$ cat src/include/efi_pkg.sv
package efi_pkg;

  // Register offsets inside one channel's page; the channel nibble sits in addr[15:12].
  localparam logic [11:0] ALARM_ERROR_IRQ_ENABLE_OFS = 12'hb03;
  localparam logic [11:0] FRAMER_IRQ_STATUS_OFS      = 12'hb04;
  localparam logic [11:0] ALARM_CHANGE_STATUS_OFS    = 12'hb0f;
  localparam logic [11:0] FRAMING_CONTROL_OFS        = 12'h10b;
  localparam logic [11:0] SIG_CHANGE_BASE_OFS        = 12'h10d;
  localparam int          SIG_CHANGE_REGS            = 4;

  // Field positions.
  localparam int AIS_EN_BIT    = 1;
  localparam int YEL_EN_BIT    = 0;
  localparam int MF_FLAG_BIT   = 7;
  localparam int NBIT_FLAG_BIT = 6;
  localparam int SIG_FLAG_BIT  = 5;
  localparam int THR_LSB       = 5;
  localparam int THR_MSB       = 6;

  // Values after reset.
  localparam logic [7:0] ENABLE_RST  = 8'h00;
  localparam logic [7:0] CONTROL_RST = 8'h00;

  // Sizes and counts.
  localparam int SIG_CHANNELS = 30;
  localparam int SA_BITS      = 5;

  typedef enum logic [1:0] {
    EFI_YEL_CLEAR = 2'b01,
    EFI_YEL_SET   = 2'b10
  } efi_yel_e;

endpackage

$ cat src/core/efi_rx_irq_flags.sv
`timescale 1ns/1ps

module efi_rx_irq_flags
  import efi_pkg::*;
#(
  parameter logic [3:0] CHAN_ID = 4'h0
) (
  // Clock and reset.
  input  wire logic        clk_i,
  input  wire logic        nrst_i,
  // Host register port.
  input  wire logic [15:0] addr_i,
  input  wire logic        wr_i,
  input  wire logic        rd_i,
  input  wire logic [7:0]  wdata_i,
  output logic      [7:0]  rdata_o,
  // Enables of the status flags 7, 6 and 5.
  input  wire logic [2:0]  status_irq_enable_i,
  // Receive datapath events.
  input  wire logic        cas_en_i,
  input  wire logic        ais_i,
  input  wire logic        nonfas_stb_i,
  input  wire logic        a_bit_i,
  input  wire logic [4:0]  sa_bits_i,
  input  wire logic        mfas_stb_i,
  input  wire logic        mfas_err_i,
  input  wire logic        sig_stb_i,
  input  wire logic [4:0]  sig_chan_i,
  input  wire logic [3:0]  sig_abcd_i,
  // Status and interrupt.
  output logic             yellow_state_o,
  output logic             cas_mf_loss_o,
  output logic             irq_o
);

  logic [7:0]              alarm_error_irq_enable;
  logic [7:0]              framing_control_reg;
  logic                    cas_mf_align_change_flag;
  logic                    national_bits_change_flag;
  logic                    cas_signaling_change_flag;
  logic                    ais_change_flag;
  logic                    yellow_change_flag;
  logic                    ais_q;
  logic                    prev_a_bit;
  efi_yel_e                yel_state;
  logic [2:0]              mf_err_cnt;
  logic [SA_BITS-1:0]      prev_sa;
  logic                    sa_valid;
  logic [3:0]              sig_store [SIG_CHANNELS];
  logic [SIG_CHANNELS-1:0] sig_seen;
  logic [31:0]             sig_bank;
  logic                    ais_evt;
  logic                    yel_evt;
  logic                    mf_evt;
  logic                    nb_evt;
  logic                    sig_evt;
  logic                    page_hit;
  logic [1:0]              cas_mf_loss_threshold;
  logic                    next_irq;

  function automatic logic reg_hit(input logic [11:0] ofs);
    reg_hit = page_hit && (addr_i[11:0] == ofs);
  endfunction

  assign page_hit              = (addr_i[15:12] == CHAN_ID);
  assign cas_mf_loss_threshold = framing_control_reg[THR_MSB:THR_LSB];
  assign ais_evt = (ais_i != ais_q);
  assign yel_evt = nonfas_stb_i && (a_bit_i == prev_a_bit) &&
                   ((yel_state == EFI_YEL_SET) != a_bit_i);
  assign mf_evt  = mfas_stb_i && cas_en_i &&
                   (mfas_err_i ? (!cas_mf_loss_o && mf_err_cnt >= {1'b0, cas_mf_loss_threshold})
                               : cas_mf_loss_o);
  assign nb_evt  = nonfas_stb_i && sa_valid && (sa_bits_i != prev_sa);
  assign sig_evt = sig_stb_i && (sig_chan_i < 5'(SIG_CHANNELS)) && sig_seen[sig_chan_i] &&
                   (sig_abcd_i != sig_store[sig_chan_i]);

  // Writable control registers.
  always_ff @(posedge clk_i or negedge nrst_i) begin
    if (!nrst_i) begin
      alarm_error_irq_enable <= ENABLE_RST;
      framing_control_reg    <= CONTROL_RST;
    end else if (wr_i) begin
      if (reg_hit(ALARM_ERROR_IRQ_ENABLE_OFS)) begin
        alarm_error_irq_enable <= wdata_i;
      end
      if (reg_hit(FRAMING_CONTROL_OFS)) begin
        framing_control_reg <= wdata_i;
      end
    end
  end

  // AIS level tracking.
  always_ff @(posedge clk_i or negedge nrst_i) begin
    if (!nrst_i) begin
      ais_q <= 1'b0;
    end else begin
      ais_q <= ais_i;
    end
  end

  // Yellow alarm detector on consecutive non-FAS A bits.
  always_ff @(posedge clk_i or negedge nrst_i) begin
    if (!nrst_i) begin
      prev_a_bit     <= 1'b0;
      yel_state      <= EFI_YEL_CLEAR;
      yellow_state_o <= 1'b0;
    end else if (nonfas_stb_i) begin
      prev_a_bit <= a_bit_i;
      case (yel_state)
        EFI_YEL_CLEAR: begin
          if (a_bit_i && prev_a_bit) begin
            yel_state      <= EFI_YEL_SET;
            yellow_state_o <= 1'b1;
          end
        end
        EFI_YEL_SET: begin
          if (!a_bit_i && !prev_a_bit) begin
            yel_state      <= EFI_YEL_CLEAR;
            yellow_state_o <= 1'b0;
          end
        end
        default: begin
          yel_state      <= EFI_YEL_CLEAR;
          yellow_state_o <= 1'b0;
        end
      endcase
    end
  end

  // CAS multiframe alignment loss; one good alignment word clears it.
  always_ff @(posedge clk_i or negedge nrst_i) begin
    if (!nrst_i) begin
      mf_err_cnt    <= 3'h0;
      cas_mf_loss_o <= 1'b0;
    end else if (!cas_en_i) begin
      mf_err_cnt    <= 3'h0;
      cas_mf_loss_o <= 1'b0;
    end else if (mfas_stb_i) begin
      if (mfas_err_i) begin
        if (mf_err_cnt != 3'h4) begin
          mf_err_cnt <= mf_err_cnt + 3'h1;
        end
        if (mf_err_cnt >= {1'b0, cas_mf_loss_threshold}) begin
          cas_mf_loss_o <= 1'b1;
        end
      end else begin
        mf_err_cnt    <= 3'h0;
        cas_mf_loss_o <= 1'b0;
      end
    end
  end

  // National bit history.
  always_ff @(posedge clk_i or negedge nrst_i) begin
    if (!nrst_i) begin
      prev_sa  <= 5'h00;
      sa_valid <= 1'b0;
    end else if (nonfas_stb_i) begin
      prev_sa  <= sa_bits_i;
      sa_valid <= 1'b1;
    end
  end

  // Signaling history and per-channel change bank; a bank read clears its byte.
  always_ff @(posedge clk_i or negedge nrst_i) begin
    if (!nrst_i) begin
      sig_seen <= '0;
      sig_bank <= 32'h0000_0000;
      for (int i = 0; i < SIG_CHANNELS; i++) begin
        sig_store[i] <= 4'h0;
      end
    end else begin
      for (int k = 0; k < SIG_CHANGE_REGS; k++) begin
        if (rd_i && reg_hit(SIG_CHANGE_BASE_OFS + 12'(k))) begin
          sig_bank[k*8 +: 8] <= 8'h00;
        end
      end
      if (sig_stb_i && (sig_chan_i < 5'(SIG_CHANNELS))) begin
        sig_store[sig_chan_i] <= sig_abcd_i;
        sig_seen[sig_chan_i]  <= 1'b1;
        if (sig_evt) begin
          sig_bank[sig_chan_i] <= 1'b1;
        end
      end
    end
  end

  // Sticky flags; an event in the read cycle wins over the clear.
  always_ff @(posedge clk_i or negedge nrst_i) begin
    if (!nrst_i) begin
      cas_mf_align_change_flag  <= 1'b0;
      national_bits_change_flag <= 1'b0;
      cas_signaling_change_flag <= 1'b0;
      ais_change_flag           <= 1'b0;
      yellow_change_flag        <= 1'b0;
    end else begin
      if (rd_i && reg_hit(FRAMER_IRQ_STATUS_OFS)) begin
        cas_mf_align_change_flag  <= mf_evt;
        national_bits_change_flag <= nb_evt;
        cas_signaling_change_flag <= sig_evt;
      end else begin
        cas_mf_align_change_flag  <= cas_mf_align_change_flag | mf_evt;
        national_bits_change_flag <= national_bits_change_flag | nb_evt;
        cas_signaling_change_flag <= cas_signaling_change_flag | sig_evt;
      end
      if (rd_i && reg_hit(ALARM_CHANGE_STATUS_OFS)) begin
        ais_change_flag    <= ais_evt;
        yellow_change_flag <= yel_evt;
      end else begin
        ais_change_flag    <= ais_change_flag | ais_evt;
        yellow_change_flag <= yellow_change_flag | yel_evt;
      end
    end
  end

  // Multiframe and signaling flags count only while CAS is enabled.
  always_comb begin
    next_irq = (ais_change_flag && alarm_error_irq_enable[AIS_EN_BIT]) ||
               (yellow_change_flag && alarm_error_irq_enable[YEL_EN_BIT]) ||
               (cas_mf_align_change_flag && status_irq_enable_i[2] && cas_en_i) ||
               (national_bits_change_flag && status_irq_enable_i[1]) ||
               (cas_signaling_change_flag && status_irq_enable_i[0] && cas_en_i);
  end

  always_ff @(posedge clk_i or negedge nrst_i) begin
    if (!nrst_i) begin
      irq_o <= 1'b0;
    end else begin
      irq_o <= next_irq;
    end
  end

  // Read data, registered one cycle after the read strobe.
  always_ff @(posedge clk_i or negedge nrst_i) begin
    if (!nrst_i) begin
      rdata_o <= 8'h00;
    end else if (rd_i) begin
      rdata_o <= 8'h00;
      if (reg_hit(ALARM_ERROR_IRQ_ENABLE_OFS)) begin
        rdata_o <= alarm_error_irq_enable;
      end
      if (reg_hit(FRAMING_CONTROL_OFS)) begin
        rdata_o <= framing_control_reg;
      end
      if (reg_hit(FRAMER_IRQ_STATUS_OFS)) begin
        rdata_o <= {cas_mf_align_change_flag, national_bits_change_flag,
                    cas_signaling_change_flag, 5'h00};
      end
      if (reg_hit(ALARM_CHANGE_STATUS_OFS)) begin
        rdata_o <= {6'h00, ais_change_flag, yellow_change_flag};
      end
      for (int k = 0; k < SIG_CHANGE_REGS; k++) begin
        if (reg_hit(SIG_CHANGE_BASE_OFS + 12'(k))) begin
          rdata_o <= sig_bank[k*8 +: 8];
        end
      end
    end else begin
      rdata_o <= 8'h00;
    end
  end

  yel_declare_a: assert property (@(posedge clk_i) disable iff (!nrst_i)
    (nonfas_stb_i && a_bit_i && prev_a_bit && yel_state == EFI_YEL_CLEAR)
    |=> yellow_state_o && yellow_change_flag)
    else $error("yellow alarm not declared after two A ones");

  yel_clear_a: assert property (@(posedge clk_i) disable iff (!nrst_i)
    (nonfas_stb_i && !a_bit_i && !prev_a_bit) |=> !yellow_state_o)
    else $error("yellow alarm not cleared after two A zeros");

  ais_flag_a: assert property (@(posedge clk_i) disable iff (!nrst_i)
    (ais_i != $past(ais_i)) && $past(nrst_i) |=> ais_change_flag)
    else $error("AIS change not recorded");

  mf_loss_a: assert property (@(posedge clk_i) disable iff (!nrst_i)
    (cas_en_i && mfas_stb_i && mfas_err_i && !cas_mf_loss_o &&
     mf_err_cnt == {1'b0, cas_mf_loss_threshold}) |=> cas_mf_loss_o && cas_mf_align_change_flag)
    else $error("CAS multiframe loss not declared at threshold");

  nbit_flag_a: assert property (@(posedge clk_i) disable iff (!nrst_i)
    (nonfas_stb_i && sa_valid && sa_bits_i != prev_sa) |=> national_bits_change_flag)
    else $error("national bit change not flagged");

  sig_bank_a: assert property (@(posedge clk_i) disable iff (!nrst_i)
    sig_evt |=> sig_bank[$past(sig_chan_i)] && cas_signaling_change_flag)
    else $error("signaling change bank bit missing");

  read_clear_a: assert property (@(posedge clk_i) disable iff (!nrst_i)
    (rd_i && reg_hit(FRAMER_IRQ_STATUS_OFS) && !mf_evt && !nb_evt && !sig_evt)
    |=> !cas_mf_align_change_flag && !national_bits_change_flag && !cas_signaling_change_flag)
    else $error("status flags not cleared by read");

  irq_gate_a: assert property (@(posedge clk_i) disable iff (!nrst_i)
    (alarm_error_irq_enable[1:0] == 2'b00 && status_irq_enable_i == 3'b000) |=> !irq_o)
    else $error("interrupt raised with all enables off");

  irq_follow_a: assert property (@(posedge clk_i) disable iff (!nrst_i)
    (national_bits_change_flag && status_irq_enable_i[1]) |=> irq_o)
    else $error("interrupt missing for enabled flag");

endmodule

$ cat config.mk
export PLATFORM = sky130hd
export DESIGN_NAME = efi_rx_irq_flags
export DESIGN_NICKNAME = d
export VERILOG_FILES = /design/src/include/efi_pkg.sv /design/src/core/efi_rx_irq_flags.sv
export SDC_FILE = /design/constraint.sdc
export NUM_CORES = 1
export LEC_CHECK = 0
export ABC_AREA = 1
export BUFFER_PORTS_ARGS = -buffer_cell sky130_fd_sc_hd__buf_4
export CAP_MARGIN = 10
export CORE_ASPECT_RATIO = 2
export CORE_MARGIN = 2
export CORE_UTILIZATION = 40
export DETAILED_ROUTE_END_ITERATION = 7
export MAX_ROUTING_LAYER = met4
export SLEW_MARGIN = 30
export SYNTH_ARGS = -nofsm -noshare
export SYNTH_HDL_FRONTEND = slang
export SYNTH_SLANG_ARGS = --single-unit
$ cat constraint.sdc
create_clock -name clk_i -period 5.2 [get_ports clk_i]
set_clock_uncertainty 0.15 [all_clocks]
set_input_delay 0.52 -clock clk_i [delete_from_list [all_inputs] [get_ports clk_i]]
set_output_delay 0.52 -clock clk_i [all_outputs]
set_load 0.05 [all_outputs]
==> key figures <==
Worst setup path
  – WP data arrival: 3.56 ns
  – Crit start category: input pin
  – Critical path class: input pin to register
  – Crit end category: register
  – Crit path max fanout: 34
  – Worst path required time: 5.50 ns

Final layout
  – Layout cells sized above 1: 11.6%
  – Post-route insts no fill: roughly 1,800
  – Ant. Diodes: 0
  – Number of flip-flops in the largest register: 120
  – Final net count: between 1,500 and 2,000
  – Fill cells: 2,796
  – Biggest regs: sig_store (120), sig_bank (32), sig_seen (30)
  – Reg with most FFs: sig_store
  – Layout area overhead: 13.3%

STA
  – TNS Setup: 0 ns
  – Final Max Tran Viols: 0
  – Hold Slack: between 0.07 and 0.08 ns
  – Max Freq: between 300 and 400 MHz
  – Worst Max-Slew Pin Slew: 0.928 ns
  – Fin crit period: roughly 3.3 ns
  – Setup Viol. Count Final: 0
  – RSZ-0062 raised after global routing: no
  – Final hold vios: 0
  – Slew HR: a little under two fifths
  – Period utilization: 62.7%

Die
  – Die X-Extent: between 100 and 150 um
  – Die area: between 20,000 and 30,000 um^2
  – Boundary Pins: 63
  – Initial Utilization: just over 40%
  – Die extent in y: 239 um
  – Std-Cell Rows: between 80 and 90
  – CORE AREA: approximately 27,000 um^2

Global route
  – GRT met2 Usage: about two fifths
  – First-pass GRT wire length: about 50,000 um
  – Vias in the first global route: 9,364
  – Met3 usage: under 10%
  – GR Overflow Total: 0
  – Largest net degree at the start of global routing: 93
  – Antenna violations before repair: 0
  – Met1 Use GR: 23.0%
  – Gr usage total: 22.6%
  – Busiest layer in global routing: met2

Placement
  – # port buffers: 62
  – Routability cong.: 0.966
  – Placed insts: 1,804
  – HPWL Detailed: roughly 23,000 um

Synth
  – Ys flop type: dfrtp_1
  – Mapped Cells: 1,431
  – Net count after synthesis: between 1,000 and 1,500
  – Yosys cell types: 39
  – FFs w/ async S/R, synth: 100%
  – Top cells by count, synth: nand2_1, dfrtp_1, o21ai_0, nor2_1, inv_1
  – Yosys top cell area share: 50.8%
  – Register area share after synthesis: 51.0%
  – Number of synthesized flops with an enable pin: 0
  – Post-Syn Area per Cell: ~7.7 um^2
  – Yosys warning count: 0
  – Seq cells post-synth: 226
  – Most frequent cell after synthesis: nand2_1
  – Ranking of synthesized cells by area: dfrtp_1, nand2_1, o21ai_0, nor2_1, inv_1
  – Dominant cell type by area after synthesis: dfrtp_1
  – Cell area after synthesis: 11,100 um^2

Clock network
  – CTS Sinks: around 230
  – Worst-Skew Late Latency: 0.52 ns
  – CTS root buffer: clkbuf_16
  – Number of clock buffers inserted by TritonCTS: 22
  – Maximum clock path buffer count: 3
  – Post-CTS Hold Fix Bufs: 2
  – H-tree levels: 1
  – Clock-pin slew on the worst setup and hold paths: 0.07 ns
  – CTS tree: done
  – CTS resizes: 0
  – Post-CTS Repair Setup Buffers: 0

Detailed routing
  – Vias per inst: a little over 5
  – Post-route ant nets: 0
  – DR DRC count: 0
  – Detailed-route via count: 9,376
  – Average wire per standard cell: about 17 um
  – Initial drt markers: between 600 and 700
  – Routed WL: between 30,000 and 40,000 um
  – DR pass1 iterations: 5

Job
  – Number of max-cap violations: 0

Outcome
  – Outcome: complete, no violations

Power and ir drop
  – Sw Pwr: ~1.3 mW
  – Maximum VDD drop: around 190 uV
  – Clock power frac: 36.3%
  – Switching fraction of total power: around 29%
  – Combinational cell fraction of total power: 15.5%
  – Leak: around 6.4 nW
  – Sequential Power Share: between 40 and 50%
  – Pint: about 3.2 mW
  – PwrDens: 354 nW/um^2
  – Power, Total: approximately 4.4 mW

Min path
  – Min-Delay Path Class: input pin to register
==> stage by stage <==
stage          utilization, %  setup WS [ns]  cell area (um^2)
5_1_grt                  45.8           1.62             12600
4_1_cts                  45.8           1.96             12600
3_5_place_dp             43.0           1.42             11800
2_1_floorplan               -           3.07             11100
3_3_place_gp             42.9           1.56             11800
6_report                 45.8           1.94             12600
==> worst max-delay path: stages <==
cell and delay [ns]:
buf_4 0.22, inv_2 0.49, nand2_1 0.59, o22ai_1 0.32
o21ai_0 0.13, nand2_1 0.09, nor2_1 0.07, a21boi_4 0.50
buf_4 0.39, nand3_2 0.11, nand2_1 0.10
==> power by group through the flow <==
stage	clock (mW)	combinational, mW	sequential [mW]
2_1_floorplan	0	0.466	2.16
3_3_place_gp	0	0.677	2.17
3_5_place_dp	0	0.695	2.17
4_1_cts	1.66	0.699	2.14
5_1_grt	1.72	0.793	2.17
6_report	1.62	0.690	2.14
==> area by class of cell <==
class / count / area [um^2] / area share [%]
multi-input combinational: 1025 / 4650 / 37.0
clock buffer: 30 / 642 / 5.11
sequential: 226 / 5660 / 45.1
clock inverter: 9 / 82.6 / 0.658
tap: 352 / 440 / 3.51
timing repair buffer: 73 / 593 / 4.72
inverter: 130 / 490 / 3.91
==> routing by layer <==
layer  part of all wire (%)  routed length [um]
met4                    6.1                1910
met3                    3.1                 987
met5                      0                   0
met2                     55               17100
met1                     36               11300
==> final timing paths <==
path,from,to,slack (ns),depth (start not counted)
max reg2reg,sig_store[28],cas_signaling_change_flag,2.73,14
min,status_irq_enable_i[1],irq_o,0.07,3
min reg2reg,sig_seen[27],sig_seen[27],0.30,2
max,sig_chan_i[1],sig_bank[27],1.94,11
max in group asynchronous,nrst_i,sig_store[68],3.61,3
min in group asynchronous,nrst_i,yellow_state_o,0.38,2
==> cell usage in the layout, fill, tap and decap left out, types with 3 or more instances in the layout <==
| cell type | count |
|---|---|
| a21oi_1 | 73 |
| a31oi_1 | 3 |
| buf_4 | 68 |
| clkbuf_1 | 3 |
| clkbuf_16 | 23 |
| clkbuf_8 | 4 |
| clkinv_2 | 4 |
| dfrtp_1 | 225 |
| ha_1 | 6 |
| inv_1 | 124 |
| inv_2 | 4 |
| nand2_1 | 527 |
| nand3_1 | 41 |
| nand3_2 | 30 |
| nand4_1 | 3 |
| nor2_1 | 129 |
| nor2_2 | 16 |
| nor3_1 | 4 |
| nor3_2 | 6 |
| o2111ai_1 | 3 |
| o21ai_0 | 141 |
| o21ai_1 | 9 |
| o22ai_1 | 16 |
| or2_2 | 5 |
==> kinds of logic (layout without fill, tap and decap cells) <==
group	count (synthesis)	in the layout	synth area share (%)
and+or+nand+nor	763	763	29.0
AOI/OAI and AO/OA	254	254	12.1
DFF	226	226	51.0
buffers and inverters	180	242	7.03
adders and majority gates	6	6	0.677
xor gates and xnor gates	2	2	0.158
Power figures use the tool's default switching activity.
